--- src/pkg/fcs_pkg.sv ---
// fcs_pkg: constants, command codes and carriers for the flash command sequencer
// assumes one clock domain shared with the flash control logic
package fcs_pkg;
  localparam int         ADDR_W             = 20;
  localparam int         DATA_W             = 16;
  localparam logic [7:0] CODE_READ_ARRAY    = 8'hff;
  localparam logic [7:0] CODE_READ_STATUS   = 8'h70;
  localparam logic [7:0] CODE_CLEAR_STATUS  = 8'h50;
  localparam logic [7:0] CODE_PROGRAM       = 8'h40;
  localparam logic [7:0] CODE_ERASE         = 8'h20;
  localparam logic [7:0] CODE_LOCK_PROGRAM  = 8'h77;
  localparam logic [7:0] CODE_READ_LOCK     = 8'h71;
  localparam logic [7:0] CODE_CONFIRM       = 8'hd0;
  localparam logic [7:0] UPPER_IGNORED      = 8'h00;
  localparam int         STATUS_READY_POS   = 7;
  localparam int         STATUS_ERASE_POS   = 5;
  localparam int         STATUS_PROG_POS    = 4;
  localparam logic [1:0] ERASE_TRIES        = 2'h3;
  localparam logic [1:0] POLL_SETTLE        = 2'h2;
  localparam logic [1:0] LP_RUN             = 2'h0;
  localparam logic [1:0] LP_REWRITE_OFF     = 2'h1;
  localparam logic [1:0] LP_DMA_OFF         = 2'h2;
  localparam logic [1:0] LP_STOP            = 2'h3;

  typedef enum logic [2:0] {
    OP_READ         = 3'h0,
    OP_READ_ARRAY   = 3'h1,
    OP_READ_STATUS  = 3'h2,
    OP_CLEAR_STATUS = 3'h3,
    OP_PROGRAM      = 3'h4,
    OP_ERASE        = 3'h5,
    OP_LOCK_PROGRAM = 3'h6,
    OP_READ_LOCK    = 3'h7
  } fcs_op_t;

  typedef enum logic [6:0] {
    ST_IDLE    = 7'h01,
    ST_FIRST   = 7'h02,
    ST_SECOND  = 7'h04,
    ST_POLL    = 7'h08,
    ST_READ    = 7'h10,
    ST_CAPTURE = 7'h20,
    ST_DONE    = 7'h40
  } fcs_state_t;

  typedef struct packed {
    fcs_op_t           op;
    logic [ADDR_W-1:0] addr;
    logic [DATA_W-1:0] data;
  } fcs_cmd_t;

  typedef struct packed {
    logic [DATA_W-1:0] data;
    logic              refused;
    logic              prog_err;
    logic              erase_err;
  } fcs_resp_t;

  typedef struct packed {
    logic [ADDR_W-1:0] addr;
    logic [DATA_W-1:0] wdata;
    logic              we;
    logic              re;
  } fcs_bus_t;
endpackage : fcs_pkg

--- src/logic/fcs_sequencer.sv ---
// fcs_sequencer: drives flash rewrite command sequences on behalf of a user port
// assumes flash control flags and read data come from logic on clk_sys
//
// What this block does
// - 16-bit words, even addresses, upper byte ignored
// - no read status in flash-executed mode
// - program is 40h then data, same address
// - flash mode never programs or erases control program block
// - erase is 20h then D0h at block top
// - erase error: clear and retry three times
// - lock program is 77h then D0h, same address
// - read lock 71h/D0h, read after ready
// - stop: rewrite off, DMA off, then stop
// - no flash operations while main clock stopped
`timescale 1ns/10ps
module fcs_sequencer (
  input  wire logic                          clk_sys,
  input  wire logic                          rst,
  input  wire logic                          cmd_valid,
  input  wire fcs_pkg::fcs_cmd_t             cmd,
  output logic                               cmd_ready,
  output logic                               resp_valid,
  output fcs_pkg::fcs_resp_t                 resp,
  output fcs_pkg::fcs_bus_t                  bus,
  input  wire logic [fcs_pkg::DATA_W-1:0]    dev_rdata,
  input  wire logic                          sequencer_ready_flag,
  input  wire logic                          program_error_flag,
  input  wire logic                          erase_error_flag,
  input  wire logic                          lock_status_flag,
  input  wire logic                          flash_executed_rewrite_mode,
  input  wire logic                          main_clock_stop_bit,
  input  wire logic [fcs_pkg::ADDR_W-1:0]    prot_lo,
  input  wire logic [fcs_pkg::ADDR_W-1:0]    prot_hi,
  input  wire logic                          rewrite_en_req,
  input  wire logic                          wait_req,
  input  wire logic                          stop_req,
  output logic                               cpu_rewrite_enable,
  output logic                               dma_disable,
  output logic                               stop_mode_bit
);
  fcs_pkg::fcs_state_t state_ff,   nxt_state;
  fcs_pkg::fcs_cmd_t   cmd_ff,     nxt_cmd;
  fcs_pkg::fcs_resp_t  resp_ff,    nxt_resp;
  fcs_pkg::fcs_bus_t   bus_ff,     nxt_bus;
  logic [7:0]          code_ff,    nxt_code;
  logic [1:0]          tries_ff,   nxt_tries;
  logic [1:0]          settle_ff,  nxt_settle;
  logic [1:0]          lp_ff,      nxt_lp;
  logic                rwen_ff,    nxt_rwen;
  logic                refuse_w;

  function automatic logic [7:0] code_of(input fcs_pkg::fcs_op_t op);
    unique case (op)
      fcs_pkg::OP_READ_ARRAY:   code_of = fcs_pkg::CODE_READ_ARRAY;
      fcs_pkg::OP_READ_STATUS:  code_of = fcs_pkg::CODE_READ_STATUS;
      fcs_pkg::OP_CLEAR_STATUS: code_of = fcs_pkg::CODE_CLEAR_STATUS;
      fcs_pkg::OP_PROGRAM:      code_of = fcs_pkg::CODE_PROGRAM;
      fcs_pkg::OP_ERASE:        code_of = fcs_pkg::CODE_ERASE;
      fcs_pkg::OP_LOCK_PROGRAM: code_of = fcs_pkg::CODE_LOCK_PROGRAM;
      fcs_pkg::OP_READ_LOCK:    code_of = fcs_pkg::CODE_READ_LOCK;
      default:                  code_of = fcs_pkg::CODE_READ_ARRAY;
    endcase
  endfunction : code_of

  // operations that run the automatic sequencer and take two writes
  function automatic logic is_flash_op(input fcs_pkg::fcs_op_t op);
    is_flash_op = (op == fcs_pkg::OP_PROGRAM) || (op == fcs_pkg::OP_ERASE) ||
                  (op == fcs_pkg::OP_LOCK_PROGRAM) || (op == fcs_pkg::OP_READ_LOCK);
  endfunction : is_flash_op

  function automatic logic in_prot(input logic [fcs_pkg::ADDR_W-1:0] a);
    in_prot = (a >= prot_lo) && (a <= prot_hi);
  endfunction : in_prot

  // refusal decided at acceptance
  always_comb begin
    refuse_w = 1'b0;
    if (cmd.op != fcs_pkg::OP_READ && !rwen_ff)
      refuse_w = 1'b1;
    if (is_flash_op(cmd.op) && main_clock_stop_bit)
      refuse_w = 1'b1;
    if (cmd.op == fcs_pkg::OP_READ_STATUS && flash_executed_rewrite_mode)
      refuse_w = 1'b1;
    if ((cmd.op == fcs_pkg::OP_PROGRAM || cmd.op == fcs_pkg::OP_ERASE) &&
        flash_executed_rewrite_mode && in_prot(cmd.addr))
      refuse_w = 1'b1;
  end

  assign cmd_ready  = (state_ff == fcs_pkg::ST_IDLE) && (lp_ff == fcs_pkg::LP_RUN) && !stop_req && !wait_req;
  assign resp_valid = (state_ff == fcs_pkg::ST_DONE);
  assign resp       = resp_ff;
  assign bus        = bus_ff;

  // command sequencing
  always_comb begin
    nxt_state  = state_ff;
    nxt_cmd    = cmd_ff;
    nxt_code   = code_ff;
    nxt_tries  = tries_ff;
    nxt_settle = settle_ff;
    nxt_resp   = resp_ff;
    unique case (state_ff)
      fcs_pkg::ST_IDLE: begin
        if (cmd_valid && cmd_ready) begin
          nxt_cmd         = cmd;
          nxt_cmd.addr[0] = 1'b0;
          nxt_code        = code_of(cmd.op);
          nxt_tries       = 2'h0;
          nxt_resp        = '0;
          if (refuse_w) begin
            nxt_resp.refused = 1'b1;
            nxt_state        = fcs_pkg::ST_DONE;
          end else if (cmd.op == fcs_pkg::OP_READ) begin
            nxt_state = fcs_pkg::ST_READ;
          end else begin
            nxt_state = fcs_pkg::ST_FIRST;
          end
        end
      end
      fcs_pkg::ST_FIRST: begin
        if (code_ff == fcs_pkg::CODE_CLEAR_STATUS && cmd_ff.op == fcs_pkg::OP_ERASE) begin
          nxt_code = fcs_pkg::CODE_ERASE;
        end else if (is_flash_op(cmd_ff.op)) begin
          nxt_state = fcs_pkg::ST_SECOND;
        end else if (cmd_ff.op == fcs_pkg::OP_READ_STATUS) begin
          nxt_state = fcs_pkg::ST_READ;
        end else begin
          nxt_state = fcs_pkg::ST_DONE;
        end
      end
      fcs_pkg::ST_SECOND: begin
        nxt_settle = 2'h0;
        nxt_state  = fcs_pkg::ST_POLL;
      end
      fcs_pkg::ST_POLL: begin
        if (settle_ff != fcs_pkg::POLL_SETTLE) begin
          nxt_settle = settle_ff + 2'h1;
        end else if (sequencer_ready_flag) begin
          if (cmd_ff.op == fcs_pkg::OP_ERASE && erase_error_flag && tries_ff != fcs_pkg::ERASE_TRIES) begin
            nxt_tries = tries_ff + 2'h1;
            nxt_code  = fcs_pkg::CODE_CLEAR_STATUS;
            nxt_state = fcs_pkg::ST_FIRST;
          end else begin
            nxt_resp.prog_err  = program_error_flag;
            nxt_resp.erase_err = erase_error_flag;
            nxt_resp.data      = '0;
            nxt_resp.data[fcs_pkg::STATUS_READY_POS] = sequencer_ready_flag;
            nxt_resp.data[fcs_pkg::STATUS_ERASE_POS] = erase_error_flag;
            nxt_resp.data[fcs_pkg::STATUS_PROG_POS]  = program_error_flag;
            if (cmd_ff.op == fcs_pkg::OP_READ_LOCK)
              nxt_resp.data = {{(fcs_pkg::DATA_W-1){1'b0}}, lock_status_flag};
            nxt_state = fcs_pkg::ST_DONE;
          end
        end
      end
      fcs_pkg::ST_READ: begin
        nxt_state = fcs_pkg::ST_CAPTURE;
      end
      fcs_pkg::ST_CAPTURE: begin
        if (cmd_ff.op == fcs_pkg::OP_READ_STATUS)
          nxt_resp.data = {fcs_pkg::UPPER_IGNORED, dev_rdata[7:0]};
        else
          nxt_resp.data = dev_rdata;
        nxt_state = fcs_pkg::ST_DONE;
      end
      fcs_pkg::ST_DONE: begin
        nxt_state = fcs_pkg::ST_IDLE;
      end
      default: begin
        nxt_state = fcs_pkg::ST_IDLE;
      end
    endcase
    nxt_bus       = '0;
    nxt_bus.addr  = nxt_cmd.addr;
    nxt_bus.we    = (nxt_state == fcs_pkg::ST_FIRST) || (nxt_state == fcs_pkg::ST_SECOND);
    nxt_bus.re    = (nxt_state == fcs_pkg::ST_READ);
    nxt_bus.wdata = {fcs_pkg::UPPER_IGNORED, nxt_code};
    if (nxt_state == fcs_pkg::ST_SECOND) begin
      if (nxt_cmd.op == fcs_pkg::OP_PROGRAM)
        nxt_bus.wdata = nxt_cmd.data;
      else
        nxt_bus.wdata = {fcs_pkg::UPPER_IGNORED, fcs_pkg::CODE_CONFIRM};
    end
  end

  // low power entry ordering
  always_comb begin
    nxt_lp = fcs_pkg::LP_RUN;
    if (stop_req && (state_ff == fcs_pkg::ST_IDLE || lp_ff != fcs_pkg::LP_RUN)) begin
      unique case (lp_ff)
        fcs_pkg::LP_RUN:         nxt_lp = fcs_pkg::LP_REWRITE_OFF;
        fcs_pkg::LP_REWRITE_OFF: nxt_lp = fcs_pkg::LP_DMA_OFF;
        default:                 nxt_lp = fcs_pkg::LP_STOP;
      endcase
    end
    nxt_rwen = rewrite_en_req && !wait_req && !stop_req && (lp_ff == fcs_pkg::LP_RUN);
  end

  assign cpu_rewrite_enable = rwen_ff;
  assign dma_disable        = (lp_ff == fcs_pkg::LP_DMA_OFF) || (lp_ff == fcs_pkg::LP_STOP);
  assign stop_mode_bit      = (lp_ff == fcs_pkg::LP_STOP);

  always_ff @(posedge clk_sys) begin
    if (rst) begin
      state_ff  <= fcs_pkg::ST_IDLE;
      cmd_ff    <= '0;
      resp_ff   <= '0;
      bus_ff    <= '0;
      code_ff   <= 8'h00;
      tries_ff  <= 2'h0;
      settle_ff <= 2'h0;
      lp_ff     <= fcs_pkg::LP_RUN;
      rwen_ff   <= 1'b0;
    end else begin
      state_ff  <= nxt_state;
      cmd_ff    <= nxt_cmd;
      resp_ff   <= nxt_resp;
      bus_ff    <= nxt_bus;
      code_ff   <= nxt_code;
      tries_ff  <= nxt_tries;
      settle_ff <= nxt_settle;
      lp_ff     <= nxt_lp;
      rwen_ff   <= nxt_rwen;
    end
  end
endmodule : fcs_sequencer

--- config.mk ---
export PLATFORM = sky130hd
export DESIGN_NAME = fcs_sequencer
export DESIGN_NICKNAME = d
export VERILOG_FILES = /design/src/pkg/fcs_pkg.sv /design/src/logic/fcs_sequencer.sv
export SDC_FILE = /design/constraint.sdc
export NUM_CORES = 1
export LEC_CHECK = 0
export ABC_AREA = 1
export BUFFER_PORTS_ARGS = -buffer_cell sky130_fd_sc_hd__buf_4
export CAP_MARGIN = 20
export CORE_MARGIN = 1.5
export CORE_UTILIZATION = 55
export CTS_CLUSTER_SIZE = 30
export DETAILED_ROUTE_END_ITERATION = 16
export MAX_ROUTING_LAYER = met4
export PLACE_DENSITY = 0.95
export SLEW_MARGIN = 25
export SYNTH_ARGS = -nofsm -noshare
export SYNTH_HDL_FRONTEND = slang
export SYNTH_SLANG_ARGS = --single-unit
--- constraint.sdc ---
create_clock -name clk_sys -period 2.9 [get_ports clk_sys]
set_clock_uncertainty 0.1 [all_clocks]
set_input_delay 0.29 -clock clk_sys [delete_from_list [all_inputs] [get_ports clk_sys]]
set_output_delay 0.29 -clock clk_sys [all_outputs]
set_load 0.02 [all_outputs]
==> results of run 1 <==
==> registers in the layout, indices dropped and copies added, names as in the netlist <==
signal / flops
bus: 37
cmd_ff: 19
code_ff: 8
cpu_rewrite_enable: 1
lp_ff: 2
resp: 19
settle_ff: 2
state_ff: 7
tries_ff: 2
==> power by group through the flow <==
stage | logic [W] | clock network (W) | registers [W]
after floorplan | 0.000328 | 0 | 0.00145
after global placement | 0.000544 | 0 | 0.00144
after detailed placement | 0.000561 | 0 | 0.00144
after CTS | 0.000563 | 0.000824 | 0.00141
after global routing | 0.000631 | 0.000878 | 0.00142
final | 0.000564 | 0.000809 | 0.00141
==> cell usage after synthesis (all sizes together) <==
cell type  instances
clkbuf            12
o21a               2
o22ai              1
clkinv             3
a211oi             2
nand4              7
o211a              2
o31ai              1
o211ai             2
conb               1
nor2             127
nand2            133
a21oi             40
o21ai             47
inv              106
dfxtp             97
nor4               2
mux2i              6
nand3             38
a31o               1
nand3b             3
o21bai             1
ha                42
and2               2
a22oi              4
nor3               9
a21o               3
buf               29
or2                3
==> logic make-up (layout without fill, tap and decap cells) <==
logic type,count (synthesis),in the layout,synth area share [%]
compound gates,106,106,11.28
buf+inv,150,296,12.64
other cells,1,1,0.07257
mux,6,6,1.162
fa+ha+maj,42,42,10.17
flops,97,97,37.58
simple gates,324,324,27.09
==> worst reg2reg max path, stage by stage (launching register included) <==
cell      delay, ps
dfxtp_1         360
nor3_4          280
nand3_4         170
nor2_4          130
nand2_2         240
nand2_1         130
o21ai_1          90
nor2_1          140
nand3b_2        200
clkinv_2        150
nand2_2         100
nor2_1          140
==> stage by stage <==
| step | hold slack [ps] | total power, W | worst slack [ps] | std cells | cell area (sq um) |
|---|---|---|---|---|---|
| 2_1_floorplan | 318.3 | 0.001781 | 1002 | 726 | 5167 |
| 3_3_place_gp | 344.1 | 0.001983 | 712.0 | 967 | 6347 |
| 3_5_place_dp | 352.8 | 0.002002 | 645.9 | 967 | 6347 |
| 4_1_cts | 49.53 | 0.002798 | 615.5 | 983 | 6529 |
| 5_1_grt | 63.10 | 0.002926 | 331.9 | 983 | 6529 |
| 6_report | 65.67 | 0.002785 | 595.6 | 983 | 6529 |
==> how the worst max path moves through the flow <==
stage	from	end	slack, ps	cells past startpoint
global placement	state_ff[4]$_SDFF_PP0_	bus[16]$_SDFF_PP0_	710	11
detailed placement	state_ff[4]$_SDFF_PP0_	bus[14]$_SDFF_PP0_	650	11
finish	state_ff[4]$_SDFF_PP0_	bus[11]$_SDFF_PP0_	600	11
global route	state_ff[4]$_SDFF_PP0_	bus[16]$_SDFF_PP0_	330	11
floorplan	state_ff[4]$_SDFF_PP0_	resp[6]$_SDFFE_PP0P_	1000	11
CTS	state_ff[4]$_SDFF_PP0_	bus[11]$_SDFF_PP0_	620	11
==> routing by layer <==
| layer | vias to the layer above | GRT usage (%) |
|---|---|---|
| li1 | 2561 | - |
| met1 | 2248 | 32.43 |
| met2 | 188 | 44.58 |
| met3 | 34 | 5.780 |
| met4 | 0 | 10.40 |
| met5 | - | - |
==> layout by cell type, fill, tap and decap left out, drive strengths merged, types with 3 or more instances in the layout <==
cell type,count
a21o,3
or2,3
clkinvlp,3
ha,42
clkbuf,11
clkinv,4
nor3,9
dfxtp,97
nand3b,3
a21oi,40
o21ai,47
nor2,127
nand2,133
inv,107
nand4,7
a22oi,4
mux2i,6
buf,171
nand3,38
==> area by class of cell <==
class | count | area share (%)
tap | 111 | 2.127
sequential | 97 | 29.74
inverter | 109 | 6.286
multi-input combinational | 479 | 39.40
timing repair buffer | 171 | 19.66
clock buffer | 11 | 2.166
clock inverter | 5 | 0.6133
==> results.ini, run 1 <==
[critical_path]
crit_buf_inv=1
r2r-end=bus[11]$_SDFF_PP0_
cpMaxStageDelayCell=dfxtp_1
cp_cell_sequence=nor3_4 > nand3_4 > nor2_4 > nand2_2 > nand2_1 > o21ai_1 > nor2_1 > nand3b_2 > clkinv_2 > nand2_2 > nor2_1
critical_path_class=reg -> reg
reg2reg_slack_ps=600
startpoint_type=register
reg2reg_depth=11
cpPeakStageDelay_ps=360
worstPathArrival_ps=2500
crit_fanout=20
crit_required_ps=3100
cp_top_family=simple AND/OR/NAND/NOR gates
worstReg2RegStart=state_ff[4]$_SDFF_PP0_
end_kind=register

[status]
status=finished clean

[grt]
grt_max_degree=41
grt-ovfl-total=0
grt_pass1_wl_um=21190
track_usage_pct=27.03
antenna_found_initial=0
grt_pass1_vias=4749

[floorplan]
initial_utilization_pct=56.46
dieArea_sq_um=9986
dieHeight_um=99.93
num_io_pins=169
core_sq_um=9153
die_w_um=99.93
std_cell_rows=35

[route]
drt_iter0_drc=273
first_pass_iters=5
m1WireLength_um=5381
drc=0
via_per_inst=5.118
ant_nets=0
wl_um=12810
routed-via-count=5031
wl_met2_um=6230
wl_per_cell_um=13.03
routed.top_layer=met4
wl_met3_um=861

[placement]
io_buffers=167
finalWeightedCongestion=0.9839
hpwl_um=9967

[final_layout]
regArea_sq_um=1942
syn2layout_area_growth_pct=26.34
multiInputGateArea_sq_um=2572
antenna_cells=0
n_fill_cell=738
postLayoutCoreUtil_pct=71.33
drive_gt1_share_pct=23.62
nets=1016

[clock_network]
clockBufferDepth=2
ctsHoldBuffers=0
cts_sinks=97
htree_levels=3
root_buffer=clkbuf_8
tritoncts=built
clk_latency_ps=360
path_clk_slew_ps=100
numCtsBuffers=9
cts_resized=0
post-cts-setup-buffer-count=0

[power]
intPower_w=0.001973
peakVddDrop_v=0.0003111
p_sw_w=0.0008112
swShare_pct=29.13
clockPowerShare_pct=29.1
p_leak_nw=3.482
power.density_nw_per_um2=426.5
p_seq_share_pct=50.7
p_comb_share_pct=20.3

[hold_path]
worstHoldStart=rewrite_en_req
holdPathStages=3
min_to=cpu_rewrite_enable$_SDFF_PP0_
hold_class=in -> reg

[timing]
drv_slew=0
fin_crit_ps=2304
clock.fmax_ghz=0.4340
finalCritPeriodShare_pct=79.46
slew_headroom_pct=36.01
hold_viol_final=0
rsz0062_at_grt=no
worst_slew_pin_slew_ps=958.8
finalSetupTns_ps=0
setup_violations=0

[synth]
synth_top_area_share_pct=37.58
synth_seq_area_share_pct=37.58
yosysUniqueCellTypes=41
syn_area_sq_um=5167
syn_inst=726
synthTopCellsByArea=dfxtp_1 38%, ha_1 10%, nand2_1 9.3%
syn_area_per_cell_sq_um=7.118
synth_warnings=0
yosys_register_bits=97
synth_fp_nets=875
yosys.area.top_type=dfxtp_1

[job]
maxCapViolations=0

(Power assumes the default switching activity.)
==> run 2, diff against run 1 <==
Settings changed: CORE_UTILIZATION 55 to 46, PLACE_DENSITY 0.95 to 0.86.
Clock period 2.9 ns to 1.95 ns, I/O delays scaled along.
==> run 2 against run 1 <==
The flow now finishes with violations (negative setup slack). Cell count rose by 10%. Register-to-register slack got worse by 660 ps. First-iteration DRC count rose by 23%. Die area rose by 19%. Maximum frequency rose by 14%. Setup slack got worse by 660 ps. Hold slack got worse by 57 ps. Cell area rose by 15%. Critical path type unchanged. Critical endpoint is now bus[6]$_SDFF_PP0_.
==> results.ini, run 2 (synthesized netlist as in run 1, its figures left out) <==
[floorplan]
num_io_pins=169
die_w_um=109.0
std_cell_rows=38
dieHeight_um=109.0
dieArea_sq_um=11880
core_sq_um=10890
initial_utilization_pct=47.46

[critical_path]
crit_fanout=8
worstReg2RegStart=state_ff[0]$_SDFF_PP1_
critical_path_class=reg -> reg
worstPathArrival_ps=2180
startpoint_type=register
reg2reg_depth=12
r2r-end=bus[6]$_SDFF_PP0_
reg2reg_slack_ps=-60
crit_required_ps=2120
end_kind=register

[clock_network]
path_clk_slew_ps=100
clockBufferDepth=2
cts_sinks=97
clk_latency_ps=370
htree_levels=3
numCtsBuffers=9
tritoncts=built
root_buffer=clkbuf_8

[final_layout]
postLayoutCoreUtil_pct=68.69
largest_reg_flops=37
syn2layout_area_growth_pct=44.72
drive_gt1_share_pct=29.41
nets=1086
antenna_cells=0
final_cell_mix=198 x buf_4, 123 x nand2_1, 118 x nor2_1
layout_commonest_cell=buf_4

[route]
routed-via-count=5422
drc=0
wl_per_cell_um=14.20
first_pass_iters=6
via_per_inst=5.011
drt_iter0_drc=337
wl_um=15360
ant_nets=0

[status]
status=finished with violations
violations=negative setup slack

[hold_path]
holdPathStages=3
worstHoldStart=cmd[35]
min_to=bus[37]$_SDFFE_PP0P_
hold_class=in -> reg

[placement]
finalWeightedCongestion=0.8671
io_buffers=167
hpwl_um=10270

[grt]
antenna_found_initial=0
track_usage_pct=24.23
grt_pass1_wl_um=22130
grt_pass1_vias=4952
grt_max_degree=40
grt-ovfl-total=0

[power]
finalPower_w=0.004568
power.density_nw_per_um2=610.8
p_leak_nw=3.873
peakVddDrop_v=0.0004513

[timing]
worst_slack_ps=-62.88
fin_crit_ps=2013
rsz0062_at_grt=yes
whs_ps=8.931
finalCritPeriodShare_pct=103.2
hold_viol_final=0
clock.fmax_ghz=0.4968
drv_slew=0
setup_violations=5

[job]
maxCapViolations=0

-- run 2: cell types whose count changed in the layout (fill, tap and decap cells not counted), sizes merged --
cell,delta
dlymetal6s4s,+1
clkinv,-2
bufinv,+1
clkinvlp,-1
dlygate4sd3,+35
inv,+3
nand2,+2
buf,+32
clkbuf,-1
-- run 2: final cells by class --
class | instances | area (sq um)
Inverter | 109 | 419.2
Clock inverter | 6 | 73.82
Tap cell | 140 | 175.2
Sequential cell | 97 | 1943
Timing Repair Buffer | 239 | 1909
Multi-Input combinational cell | 481 | 2820
Fill cell | 880 | 3410
Clock buffer | 10 | 137.6
-- run 2: routing by layer --
metal | wire, um | track usage [%]
met1 | 6412 | 28.77
met2 | 7668 | 41.74
met3 | 864 | 4.244
met4 | 418 | 7.237
met5 | 0 | -
-- run 2: metrics by stage --
| step | worst slack (ps) | TNS (ps) | area (sq um) | std cells |
|---|---|---|---|---|
| floorplan | 51.82 | 0 | 5167 | 726 |
| global placement | 31.76 | 0 | 6549 | 1018 |
| detailed placement | -29.04 | -115.7 | 6549 | 1018 |
| CTS | 6.544 | 0 | 7141 | 1072 |
| global route | -137.6 | -2325 | 7478 | 1082 |
| finish | -62.88 | -170.3 | 7478 | 1082 |
-- run 2: worst max-delay path by stage --
stage,cells past startpoint,start,to,slack [ps]
after floorplan,11,state_ff[4]$_SDFF_PP0_,resp[6]$_SDFFE_PP0P_,50
after global placement,13,cmd[35],bus[1]$_SDFF_PP0_,30
after detailed placement,9,state_ff[4]$_SDFF_PP0_,resp[3]$_SDFFE_PP0P_,-30
after CTS,9,state_ff[4]$_SDFF_PP0_,bus[9]$_SDFF_PP0_,7
after global routing,12,state_ff[0]$_SDFF_PP1_,bus[6]$_SDFF_PP0_,-140
final,12,state_ff[0]$_SDFF_PP1_,bus[6]$_SDFF_PP0_,-60
-- run 2: timing repair --
| action | in CTS | in global routing |
|---|---|---|
| resized for setup | 1 | 60 |
| hold buffers | 36 | 0 |
| hold endpoints to repair | 42 | 0 |
| endpoints found under the setup margin | 5 | 44 |
| pin swaps | 0 | 17 |
| setup buffers | 2 | 10 |
| cloned | 0 | 2 |
-- run 2: power breakdown --
| group | internal (W) | total [W] | switching [W] | leakage [nW] |
|---|---|---|---|---|
| Clock | 0.000647 | 0.00141 | 0.000762 | 0.101 |
| Combinational | 0.000500 | 0.00106 | 0.000561 | 2.98 |
| Sequential | 0.00206 | 0.00210 | 0.0000392 | 0.787 |
-- run 2: worst max-delay path, stage by stage (launching register included) --
cell and delay [ps]:
dfxtp_1 370, inv_1 90, nor2_1 180, nand3_4 150, nor2_4 150, nand2_4 110, nand2_1 90, o21ai_1 90
nor2_2 170, nand3b_4 140, buf_6 150, nor2_1 80, nor2_1 50
